[config.mk]
export PLATFORM = sky130hd
export DESIGN_NAME = status_event_reporting
export DESIGN_NICKNAME = d
export VERILOG_FILES = /design/src/status_pkg.sv /design/src/status_event_reporting.sv /design/src/event_latch.sv /design/src/error_queue.sv
export SDC_FILE = /design/constraint.sdc
export NUM_CORES = 1
export LEC_CHECK = 0
export ABC_AREA = 1
export BUFFER_PORTS_ARGS = -buffer_cell sky130_fd_sc_hd__buf_2
export CAP_MARGIN = 20
export CORE_MARGIN = 2
export CORE_UTILIZATION = 45
export CTS_CLUSTER_SIZE = 8
export DETAILED_ROUTE_END_ITERATION = 10
export PLACE_DENSITY = 0.7
export SLEW_MARGIN = 20
export SYNTH_ARGS = -nofsm -noshare
export SYNTH_HDL_FRONTEND = slang
export SYNTH_SLANG_ARGS = --single-unit
[constraint.sdc]
create_clock -name CLK -period 6.5 [get_ports CLK]
set_input_delay 0.65 -clock CLK [delete_from_list [all_inputs] [get_ports CLK]]
set_output_delay 0.65 -clock CLK [all_outputs]
set_load 0.005 [all_outputs]
[src/status_pkg.sv]
// constants, field layout and command codes of the status event reporting block
//------------------------------------------------------------------------------
// Notes on behaviour
// - operation-complete command sets standard event bit 0 after earlier commands executed.
// - while the output buffer is full, new readings are stopped.
// - standard event bits gated by their mask are ORed into one summary bit.
// - query, device, execution or command errors push an error queue entry, except overloads.
// - reading overload sets device-error bit 3 and questionable bit 0, 1 or 9, no entry.
// - query-error bit 2 on empty read, interrupted query or both buffers full.
// - standard event bit 3 on self-test failure, calibration failure or reading overload.
// - standard event bit 4 when a command fails during execution.
// - standard event bit 5 when a received command has a syntax error.
// - standard event bit 7 is set after power-up until read or cleared.
// - clear-status and the standard event query clear the standard event register.
// - standard mask cleared by writing 0, and at power-on when the stored setting is 1.
// - questionable bit 0 voltage-type, bit 1 current, bit 9 resistance overload.
// - questionable bit 11 below lower limit, bit 12 above upper limit.
// - clear-status and the questionable event query clear the questionable register.
// - questionable mask cleared at every power-on, on preset and by writing 0.
// - error queue holds 20 entries, returned oldest first.
// - questionable bits gated by their mask are ORed into the questionable summary.
// - mask and event queries return the binary-weighted value of the set bits.
// - clear-status zeroes the status byte summary and every event register.
// - questionable summary is status byte bit 3, standard summary is bit 5.
// - reading a mask or clear-status leaves every mask unchanged.
//------------------------------------------------------------------------------
package status_pkg;
   localparam int SE_W        = 8;
   localparam int QD_W        = 16;
   localparam int CODE_W      = 16;
   localparam int ERRQ_DEPTH  = 20;
   localparam int ERRQ_CNT_W  = 5;
   // standard event bit positions
   localparam int SE_OPC      = 0;
   localparam int SE_QUERY    = 2;
   localparam int SE_DEVICE   = 3;
   localparam int SE_EXEC     = 4;
   localparam int SE_CMD      = 5;
   localparam int SE_PON      = 7;
   // questionable data bit positions
   localparam int QD_VOLT     = 0;
   localparam int QD_CURR     = 1;
   localparam int QD_OHMS     = 9;
   localparam int QD_LO       = 11;
   localparam int QD_HI       = 12;
   // status byte summary positions
   localparam int STB_QUES    = 3;
   localparam int STB_STD     = 5;
   localparam logic [SE_W-1:0]   SE_USED     = 8'hbd;
   localparam logic [QD_W-1:0]   QD_USED     = 16'h1a03;
   localparam logic [SE_W-1:0]   SE_RESET    = 8'h80;
   localparam logic [QD_W-1:0]   QD_RESET    = 16'h0000;
   localparam logic [CODE_W-1:0] NO_ERROR    = 16'h0000;
   typedef enum logic [3:0] {
      CMD_CLEAR_STATUS  = 4'h1,
      CMD_OP_COMPLETE   = 4'h2,
      CMD_STD_MASK_WR   = 4'h3,
      CMD_STD_MASK_RD   = 4'h4,
      CMD_STD_EVENT_RD  = 4'h5,
      CMD_QUES_MASK_WR  = 4'h6,
      CMD_QUES_MASK_RD  = 4'h7,
      CMD_QUES_EVENT_RD = 4'h8,
      CMD_STATUS_PRESET = 4'h9,
      CMD_POC_WR        = 4'ha,
      CMD_POC_RD        = 4'hb,
      CMD_ERROR_RD      = 4'hc
   } cmd_t;
endpackage

[src/status_event_reporting.sv]
// status event registers, masks, summary bits and error queue of the remote interface
`timescale 1ns/100ps
module status_event_reporting (
   // clock and reset
   input  wire logic                          CLK,
   input  wire logic                          RESET_N,
   // executed commands
   input  wire logic                          CMD_VALID,
   input  wire logic [3:0]                    CMD_OP,
   input  wire logic [status_pkg::QD_W-1:0]   CMD_ARG,
   // error events from the instrument
   input  wire logic                          EVT_QUERY_EMPTY,
   input  wire logic                          EVT_QUERY_INTERRUPTED,
   input  wire logic                          EVT_BUFFERS_FULL,
   input  wire logic                          EVT_SELFTEST_FAIL,
   input  wire logic                          EVT_CAL_FAIL,
   input  wire logic                          EVT_EXEC_ERROR,
   input  wire logic                          EVT_SYNTAX_ERROR,
   input  wire logic [status_pkg::CODE_W-1:0] ERR_CODE,
   // measurement events
   input  wire logic                          EVT_OVLD_VOLT,
   input  wire logic                          EVT_OVLD_CURR,
   input  wire logic                          EVT_OVLD_OHMS,
   input  wire logic                          EVT_LIMIT_LO,
   input  wire logic                          EVT_LIMIT_HI,
   input  wire logic                          OUT_BUF_FULL,
   // stored power-on settings
   input  wire logic                          POC_STORED,
   input  wire logic [status_pkg::SE_W-1:0]   STD_MASK_STORED,
   // answers and status
   output logic                               RESP_VALID,
   output logic      [status_pkg::QD_W-1:0]   RESP_DATA,
   output logic      [7:0]                    STATUS_SUMMARY,
   output logic                               POC_SETTING,
   output logic      [status_pkg::SE_W-1:0]   STD_MASK,
   output logic                               READINGS_HALT,
   output logic                               ERROR_PENDING
);
   //---------------------------------------------------------------------------
   // state
   //---------------------------------------------------------------------------
   typedef struct packed {
      logic                        init_done;
      logic                        poc;
      logic [status_pkg::SE_W-1:0] std_mask;
      logic [status_pkg::QD_W-1:0] ques_mask;
      logic                        resp_valid;
      logic [status_pkg::QD_W-1:0] resp_data;
      logic                        halt;
      logic                        err_pending;
   } state_t;

   state_t                             s_reg;
   state_t                             s_next;
   status_pkg::cmd_t                   op;
   wire  [status_pkg::SE_W-1:0]        std_set;
   wire  [status_pkg::QD_W-1:0]        ques_set;
   logic [status_pkg::SE_W-1:0]        std_events;
   logic [status_pkg::QD_W-1:0]        ques_events;
   logic                               std_sum;
   logic                               ques_sum;
   logic                               clr_all;
   logic                               std_rd;
   logic                               ques_rd;
   logic                               err_rd;
   logic                               overload;
   logic                               err_push;
   logic [status_pkg::CODE_W-1:0]      q_head;
   logic [status_pkg::ERRQ_CNT_W-1:0]  q_count;

   //---------------------------------------------------------------------------
   // command decode
   //---------------------------------------------------------------------------
   assign op      = status_pkg::cmd_t'(CMD_OP);
   assign clr_all = CMD_VALID && (op == status_pkg::CMD_CLEAR_STATUS);
   assign std_rd  = CMD_VALID && (op == status_pkg::CMD_STD_EVENT_RD);
   assign ques_rd = CMD_VALID && (op == status_pkg::CMD_QUES_EVENT_RD);
   assign err_rd  = CMD_VALID && (op == status_pkg::CMD_ERROR_RD);

   //---------------------------------------------------------------------------
   // event sources
   //---------------------------------------------------------------------------
   assign overload = EVT_OVLD_VOLT || EVT_OVLD_CURR || EVT_OVLD_OHMS;

   // commands arrive in execution order, so all earlier ones are done here
   assign std_set =
      ({7'h00, CMD_VALID && (op == status_pkg::CMD_OP_COMPLETE)} << status_pkg::SE_OPC)
    | ({7'h00, EVT_QUERY_EMPTY || EVT_QUERY_INTERRUPTED || EVT_BUFFERS_FULL}
        << status_pkg::SE_QUERY)
    | ({7'h00, EVT_SELFTEST_FAIL || EVT_CAL_FAIL || overload} << status_pkg::SE_DEVICE)
    | ({7'h00, EVT_EXEC_ERROR} << status_pkg::SE_EXEC)
    | ({7'h00, EVT_SYNTAX_ERROR} << status_pkg::SE_CMD);

   assign ques_set =
      ({15'h0000, EVT_OVLD_VOLT} << status_pkg::QD_VOLT)
    | ({15'h0000, EVT_OVLD_CURR} << status_pkg::QD_CURR)
    | ({15'h0000, EVT_OVLD_OHMS} << status_pkg::QD_OHMS)
    | ({15'h0000, EVT_LIMIT_LO} << status_pkg::QD_LO)
    | ({15'h0000, EVT_LIMIT_HI} << status_pkg::QD_HI);

   // overloads alone never enter the queue
   assign err_push = EVT_QUERY_EMPTY || EVT_QUERY_INTERRUPTED || EVT_BUFFERS_FULL
                   || EVT_SELFTEST_FAIL || EVT_CAL_FAIL || EVT_EXEC_ERROR
                   || EVT_SYNTAX_ERROR;

   //---------------------------------------------------------------------------
   // event registers and error queue
   //---------------------------------------------------------------------------
   event_latch #(
      .W    (status_pkg::SE_W),
      .USED (status_pkg::SE_USED),
      .RST  (status_pkg::SE_RESET)
   ) std_latch (
      .clk      (CLK),
      .rst_n    (RESET_N),
      .set_bits (std_set),
      .clear    (clr_all || std_rd),
      .mask     (s_reg.std_mask),
      .events   (std_events),
      .summary  (std_sum)
   );

   event_latch #(
      .W    (status_pkg::QD_W),
      .USED (status_pkg::QD_USED),
      .RST  (status_pkg::QD_RESET)
   ) ques_latch (
      .clk      (CLK),
      .rst_n    (RESET_N),
      .set_bits (ques_set),
      .clear    (clr_all || ques_rd),
      .mask     (s_reg.ques_mask),
      .events   (ques_events),
      .summary  (ques_sum)
   );

   error_queue err_queue (
      .clk       (CLK),
      .rst_n     (RESET_N),
      .push      (err_push),
      .push_code (ERR_CODE),
      .pop       (err_rd),
      .head      (q_head),
      .count     (q_count)
   );

   //---------------------------------------------------------------------------
   // masks, settings and answers
   //---------------------------------------------------------------------------
   always_comb begin
      s_next             = s_reg;
      s_next.init_done   = 1'b1;
      s_next.resp_valid  = 1'b0;
      s_next.resp_data   = '0;
      s_next.halt        = OUT_BUF_FULL;
      s_next.err_pending = (q_count != '0);
      // power-on: catch stored settings once after reset release
      if (!s_reg.init_done) begin
         s_next.poc       = POC_STORED;
         s_next.std_mask  = POC_STORED ? '0 : STD_MASK_STORED;
         s_next.ques_mask = '0;
      end
      if (CMD_VALID) begin
         unique case (op)
            status_pkg::CMD_STD_MASK_WR: begin
               s_next.std_mask = CMD_ARG[status_pkg::SE_W-1:0];
            end
            status_pkg::CMD_QUES_MASK_WR: begin
               s_next.ques_mask = CMD_ARG;
            end
            status_pkg::CMD_STATUS_PRESET: begin
               s_next.ques_mask = '0;
            end
            status_pkg::CMD_POC_WR: begin
               s_next.poc = CMD_ARG[0];
            end
            status_pkg::CMD_STD_MASK_RD: begin
               s_next.resp_valid = 1'b1;
               s_next.resp_data  = {8'h00, s_reg.std_mask};
            end
            status_pkg::CMD_QUES_MASK_RD: begin
               s_next.resp_valid = 1'b1;
               s_next.resp_data  = s_reg.ques_mask;
            end
            status_pkg::CMD_STD_EVENT_RD: begin
               s_next.resp_valid = 1'b1;
               s_next.resp_data  = {8'h00, std_events};
            end
            status_pkg::CMD_QUES_EVENT_RD: begin
               s_next.resp_valid = 1'b1;
               s_next.resp_data  = ques_events;
            end
            status_pkg::CMD_POC_RD: begin
               s_next.resp_valid = 1'b1;
               s_next.resp_data  = {15'h0000, s_reg.poc};
            end
            status_pkg::CMD_ERROR_RD: begin
               s_next.resp_valid = 1'b1;
               s_next.resp_data  = (q_count == '0) ? status_pkg::NO_ERROR : q_head;
            end
            // clear-status and operation-complete act only on the event latches
            status_pkg::CMD_CLEAR_STATUS,
            status_pkg::CMD_OP_COMPLETE: begin
               s_next.resp_valid = 1'b0;
            end
            default: begin
               s_next.resp_valid = 1'b0;
            end
         endcase
      end
   end

   always_ff @(posedge CLK or negedge RESET_N) begin
      if (!RESET_N) begin
         s_reg <= '0;
      end else begin
         s_reg <= s_next;
      end
   end

   //---------------------------------------------------------------------------
   // outputs
   //---------------------------------------------------------------------------
   assign RESP_VALID     = s_reg.resp_valid;
   assign RESP_DATA      = s_reg.resp_data;
   assign STATUS_SUMMARY = {2'b00, std_sum, 1'b0, ques_sum, 3'b000};
   assign POC_SETTING    = s_reg.poc;
   assign STD_MASK       = s_reg.std_mask;
   assign READINGS_HALT  = s_reg.halt;
   assign ERROR_PENDING  = s_reg.err_pending;
endmodule

[src/event_latch.sv]
// sticky event register with masked summary bit
`timescale 1ns/100ps
module event_latch #(
   parameter int           W    = 8,
   parameter logic [W-1:0] USED = '1,
   parameter logic [W-1:0] RST  = '0
) (
   // clock and reset
   input  wire logic         clk,
   input  wire logic         rst_n,
   // events and clearing
   input  wire logic [W-1:0] set_bits,
   input  wire logic         clear,
   input  wire logic [W-1:0] mask,
   // state
   output logic      [W-1:0] events,
   output logic              summary
);
   typedef struct packed {
      logic [W-1:0] ev;
      logic         sum;
   } latch_t;

   latch_t s_reg;
   latch_t s_next;

   always_comb begin
      s_next = s_reg;
      // set wins over a same-cycle clear, unused bits forced low
      s_next.ev  = ((clear ? '0 : s_reg.ev) | set_bits) & USED;
      s_next.sum = |(s_next.ev & mask);
   end

   always_ff @(posedge clk or negedge rst_n) begin
      if (!rst_n) begin
         s_reg <= '{ev: RST, sum: 1'b0};
      end else begin
         s_reg <= s_next;
      end
   end

   assign events  = s_reg.ev;
   assign summary = s_reg.sum;
endmodule

[src/error_queue.sv]
// first-in first-out store of error codes
`timescale 1ns/100ps
module error_queue (
   // clock and reset
   input  wire logic                              clk,
   input  wire logic                              rst_n,
   // write side
   input  wire logic                              push,
   input  wire logic [status_pkg::CODE_W-1:0]     push_code,
   // read side
   input  wire logic                              pop,
   output logic      [status_pkg::CODE_W-1:0]     head,
   output logic      [status_pkg::ERRQ_CNT_W-1:0] count
);
   localparam logic [status_pkg::ERRQ_CNT_W-1:0] LAST = 5'(status_pkg::ERRQ_DEPTH - 1);
   localparam logic [status_pkg::ERRQ_CNT_W-1:0] FULL = 5'(status_pkg::ERRQ_DEPTH);

   typedef struct packed {
      logic [status_pkg::ERRQ_DEPTH-1:0][status_pkg::CODE_W-1:0] mem;
      logic [status_pkg::ERRQ_CNT_W-1:0]                         rd;
      logic [status_pkg::ERRQ_CNT_W-1:0]                         wr;
      logic [status_pkg::ERRQ_CNT_W-1:0]                         cnt;
   } queue_t;

   queue_t s_reg;
   queue_t s_next;
   logic   do_push;
   logic   do_pop;

   assign do_push = push && (s_reg.cnt != FULL);
   assign do_pop  = pop && (s_reg.cnt != '0);

   always_comb begin
      s_next = s_reg;
      if (do_push) begin
         s_next.mem[s_reg.wr] = push_code;
         s_next.wr = (s_reg.wr == LAST) ? '0 : s_reg.wr + 5'h01;
      end
      // oldest entry leaves first
      if (do_pop) begin
         s_next.rd = (s_reg.rd == LAST) ? '0 : s_reg.rd + 5'h01;
      end
      if (do_push && !do_pop) begin
         s_next.cnt = s_reg.cnt + 5'h01;
      end else if (do_pop && !do_push) begin
         s_next.cnt = s_reg.cnt - 5'h01;
      end
   end

   always_ff @(posedge clk or negedge rst_n) begin
      if (!rst_n) begin
         s_reg <= '0;
      end else begin
         s_reg <= s_next;
      end
   end

   assign head  = s_reg.mem[s_reg.rd];
   assign count = s_reg.cnt;
endmodule

Word level (Yosys, flattened, before mapping)
Index checks and enable logic that the tools add are counted.
{"block": "word_totals", "ff_bits": 393, "elab_cells": 119, "output_inout_bits": 36, "in_bits": 61}
{"block": "classes", "n_bitwise": 12, "muxes": 20, "addsub": 4, "n_eq_ne": 15, "n_reduce_logical": 30, "n_lt_le_gt_ge": 3}
{"operator": "bitwise mux 320 bit", "count": 1}
{"operator": "case mux 16 bit (6 select lines)", "count": 1}
{"operator": "binary-select mux 16 bit (select 5 bit)", "count": 1}
{"operator": "demux 16 bit (select 5 bit)", "count": 1}
{"operator": "2-to-1 mux 16 bit", "count": 3}
{"operator": "2-to-1 mux 42 bit", "count": 1}
{"operator": "case mux 16 bit (2 select lines)", "count": 1}
{"operator": "2-to-1 mux 25 bit", "count": 1}
{"operator": "2-to-1 mux 8 bit", "count": 3}
{"operator": "equality test 4 bit, second input constant", "count": 5}
{"operator": "2-to-1 mux 5 bit", "count": 4}
{"operator": "bitwise AND 13 x 16 -> 16 bit", "count": 1}
{"operator": "equality test 4 x 3 -> 1 bit, second input constant", "count": 4}
{"operator": "OR reduction 16 bit", "count": 1}
{"operator": "adder 5 x 1 -> 5 bit, second input constant", "count": 3}
{"operator": "2-to-1 mux 13 bit", "count": 1}
{"operator": "bitwise OR 12 x 13 -> 13 bit", "count": 1}
{"operator": "bitwise OR 13 bit", "count": 1}
{"operator": "logical OR 1 bit", "count": 12}
{"operator": "less-than comparator 5 x 6 -> 1 bit, second input constant", "count": 2}
{"operator": "bitwise OR 10 x 12 -> 12 bit", "count": 1}
{"operator": "equality test 5 bit, second input constant", "count": 2}
{"operator": "logical AND 1 bit", "count": 10}
{"operator": "bitwise OR 2 x 10 -> 10 bit", "count": 1}
{"operator": "other kinds (19)", "count": 22}

Depth between registers and ports, before layout
{"block": "depth", "ltp_word": 11, "ltp_mapped": 16, "depth_no_buf": 16}

Modules after synthesis
Synthesis repeated with hierarchy kept, for this count alone.
{"block": "unflattened", "cells_unflattened": 2655, "area_unflattened_um2": 19987.9}
{"mod": "error_queue", "cells_each": 2199, "area_per_inst_um2": 16602.2, "n_inst": 1}
{"mod": "status_event_reporting", "cells_each": 371, "area_per_inst_um2": 2700.1, "n_inst": 1}
{"mod": "event_latch at ques_latch", "cells_each": 44, "area_per_inst_um2": 356.6, "n_inst": 1}
{"mod": "event_latch at std_latch", "cells_each": 41, "area_per_inst_um2": 329.1, "n_inst": 1}

Least setup slack after synthesis
OpenSTA, ideal clock, no wires.
{"block": "synth_timing", "kind": "input port to flip-flop", "from": "input EVT_SELFTEST_FAIL", "to": "register err_queue.s_reg (netlist bit err_queue.count[4])", "path_slack_ns": 3.894, "stages": 16, "arrival_ns": 2.480, "setup_ns": 0.125, "path_buffers": 1, "cell_sequence": "or2_1 -> nor3_2 -> nand2_1 -> nand2_2 -> inv_2 -> buf_6 -> ha_1 -> inv_1 -> ha_1 -> a21oi_1 -> nor2_1 -> nor2_1 -> nand2_1 -> nand2_1 -> nor2_1 -> xor2_1"}
{"block": "synth_via", "elab_chain_len": 8, "word_cells_on_any_way": 10, "classes_between": "1 x mux; 9 x reduce/logical"}
{"item": "from (decl)", "line_no": "status_event_reporting.sv:15", "text": "input wire logic EVT_SELFTEST_FAIL,"}
{"item": "logical OR 1 bit (*) (3 in a row)", "line_no": "status_event_reporting.sv:103", "text": "|| EVT_SELFTEST_FAIL || EVT_CAL_FAIL || EVT_EXEC_ERROR"}
{"item": "logical OR 1 bit (*)", "line_no": "status_event_reporting.sv:104", "text": "|| EVT_SYNTAX_ERROR;"}
{"item": "logical AND 1 bit (*)", "line_no": "error_queue.sv:30", "text": "assign do_push = push && (s_reg.cnt != FULL);"}
{"item": "via err_queue.do_push", "line_no": "error_queue.sv:27", "text": "logic do_push;"}
{"item": "zero test 1 bit", "line_no": "error_queue.sv:45", "text": "end else if (do_pop && !do_push) begin"}
{"item": "logical AND 1 bit", "line_no": "error_queue.sv:45"}
{"item": "nonzero test 2 bit (no line)"}
{"item": "to (signal assigned)", "line_no": "error_queue.sv:54", "text": "s_reg <= s_next;"}
{"item": "to (decl)", "line_no": "error_queue.sv:25", "text": "queue_t s_reg;"}
Mark *: on every way through the listed nets, which the timed path passes. The rest lies on a longest branch.
A chain may end at the register's enable or synchronous reset.

==> metrics.yaml <==
critical_path:
  crit_path_max_fanout: 85
  crit_buf_inv: 2
  worst_setup_path_end_kind: "flip-flop"
  crit_slowest_cell: "buf_4"
  arrival_ns: 3.90
  start_kind: "flip-flop"
  crit_family: "buffers and inverters"
  cp_cell_sequence: "inv_4, buf_4, nand2_1, nand3_1, nand2_1, nand2_1, nand2_1, o21ai_1, nand2_1, nand2_1, a21oi_1"
  crit_type: "reg2reg"
  regToRegSetupSlack_ns: 3.06
  cp_slowest_stage_delay_ns: 0.79
  required_ns: 6.96
  cpMostUsedCell: "nand2_1"
clocking:
  cts_resized: 0
  cts_made_buffers: 55
  cts_root_buf: "clkbuf_16"
  path_clk_slew_ns: 0.05
  cts.path.max_buffers: 3
  postCtsSetupBuffers: 0
  ctsHoldBuffers: 0
  clkLatencyLatePin_ns: 0.59
  h-tree-depth: 2
  cts_tree: "built"
  clkSinkCount: 393
sta:
  fmax_ghz: 0.291
  rsz0062_at_grt: "false"
  period_share: 0.528
  slew_headroom: 0.288
  fin_ws_ns: 3.06
  setup_viol: 0
  final-hold-violation-count: 0
  finalSetupTns_ns: 0
  tightest_slew_ns: 1.07
  skew_ns: 0.0179
  layout_min_cycle_time_ns: 3.44
  drv_slew: 0
drt:
  via_per_inst: 5.28
  dr.pass1.iters: 5
  avgRoutedWirePerCell_microns: 16.5
  finalWirelength_mm: 49.8
  drc: 0
  dr.first_iter.drc_count: 1567
  ant_nets: 0
  vias: 15954
cells_and_area:
  areaGrowthSynthToFinish_pct: 8.14
  antennaDiodeCount: 0
  seq_area_sq_mm: 0.00984
  multi_input_area_sq_mm: 0.00726
  nets: 2531
  largest_register_ffs: 330
  drive_above_1_share: 0.0824
  n_fill_cell: 4072
yosys:
  ys_types: 43
  async_reset_ff_frac: 1.00
  synth_flop_cell: "dfrtp_1"
  yosysSeqAreaShare: 0.507
  syn_avg_cell_area_sq_um: 7.78
  synth_edf_count: 0
  syn_inst: 2493
  syn_area_sq_mm: 0.0194
  synth_seq_cells: 393
  ys_warn_count: 0
die:
  dieArea_sq_mm: 0.0448
  die_w_microns: 212
  coreArea_sq_mm: 0.0428
  rows: 76
  initial_utilization: 0.453
  ioPinCount: 97
  die_h_microns: 212
grt:
  overflow: 0
  grt_max_degree: 154
  grt_pass1_wl_mm: 81.7
  antenna_found_initial: 0
  grt_pass1_vias: 15565
  grt_usage: 0.229
power_and_ir_drop:
  p_per_area_mw_per_mm2: 460
  power_leakage_nw: 10.7
  vdd_drop_max_v: 0.000226
min_path:
  worstHoldPathType: "in2async"
placement:
  hpwlAfterDp_mm: 30.3
  gp_congestion: 0.898
  port-buffer-count: 90
  dp_slack_ns: 3.08
outcome:
  status: "completed"
job:
  maxCapViolCount: 0
-- cells in the mapped netlist (all sizes together) (4+ instances only) --
library cell / count / area (sq um)
nand4: 12 / 135
nand2: 872 / 3310
dfrtp: 392 / 9810
o31ai: 4 / 30.0
clkbuf: 54 / 203
ha: 9 / 113
a21oi: 38 / 190
nor3: 5 / 40.0
inv: 311 / 1170
buf: 141 / 957
o22ai: 29 / 188
o32ai: 8 / 70.1
o21bai: 7 / 52.6
a221oi: 8 / 70.1
o21ai: 381 / 1910
nor2: 66 / 280
nand3: 137 / 723
-- cell type report --
| cell class | count | share of cell area |
|---|---|---|
| flip-flops and latches | 393 | 0.469 |
| repair buffers | 100 | 0.0267 |
| clock inverters | 4 | 0.00167 |
| multi-input cells | 1598 | 0.346 |
| well taps | 546 | 0.0326 |
| inverters | 312 | 0.0559 |
| clock buffers | 70 | 0.0683 |
-- logic make-up (layout without fill, tap and decap cells) --
| group | after synthesis | in the layout | share of synthesized area |
|---|---|---|---|
| xor+xnor | 4 | 4 | 0.00181 |
| fa+ha+maj | 10 | 10 | 0.00683 |
| compound gates | 481 | 481 | 0.131 |
| buf+inv | 507 | 486 | 0.120 |
| other cells | 2 | 7 | 0.000387 |
| simple gates | 1096 | 1096 | 0.233 |
| flops | 393 | 393 | 0.507 |
-- worst paths after layout --
check,to,depth (start not counted),startpoint
setup / recovery,RESP_DATA[10],11,err_queue.s_reg[10]
hold / removal,err_queue.s_reg[105],1,RESET_N
setup reg to reg,RESP_DATA[10],11,err_queue.s_reg[10]
hold reg to reg,err_queue.s_reg[307],2,err_queue.s_reg[307]
max in group asynchronous,err_queue.s_reg[163],2,RESET_N
min in group CLK,READINGS_HALT,1,OUT_BUF_FULL
-- per-stage QoR --
| stage | instances | area (sq um) | total power, mW | util | hold WS, ns |
|---|---|---|---|---|---|
| global placement | 2949 | 19500 | 6.97 | 0.456 | 0.466 |
| detailed placement | 2949 | 19500 | 7.10 | 0.456 | 0.473 |
| global route | 3023 | 21000 | 10.4 | 0.490 | 0.147 |
| floorplan | 2498 | 19400 | 6.34 | - | 0.354 |
| CTS | 3023 | 21000 | 9.68 | 0.490 | 0.129 |
| finish | 3023 | 21000 | 9.65 | 0.490 | 0.106 |
-- layout by cell type, fill, tap and decap left out, types with 11 or more instances in the layout --
| cell | instances |
|---|---|
| o21ai_1 | 240 |
| nor2_1 | 57 |
| a21oi_1 | 38 |
| inv_2 | 11 |
| clkbuf_1 | 15 |
| o21ai_0 | 141 |
| buf_2 | 89 |
| nand2_1 | 863 |
| inv_1 | 299 |
| dfrtp_1 | 390 |
| clkbuf_16 | 55 |
| nand3_1 | 134 |
| o22ai_1 | 28 |
-- layer usage --
metal	track usage	part of all wire	vias up
met1	0.303	0.44	7687
met3	0.0358	0.056	83
li1	-	-	7709
met2	0.385	0.48	475
met5	0	0	-
met4	0.0733	0.024	0
-- power breakdown --
part	switching [mW]	total, mW	internal, mW
Combinational	2.04	3.16	1.12
Clock	1.04	2.55	1.51
Sequential	0.597	3.93	3.34
Note: power is estimated with default switching activity, not from simulation.
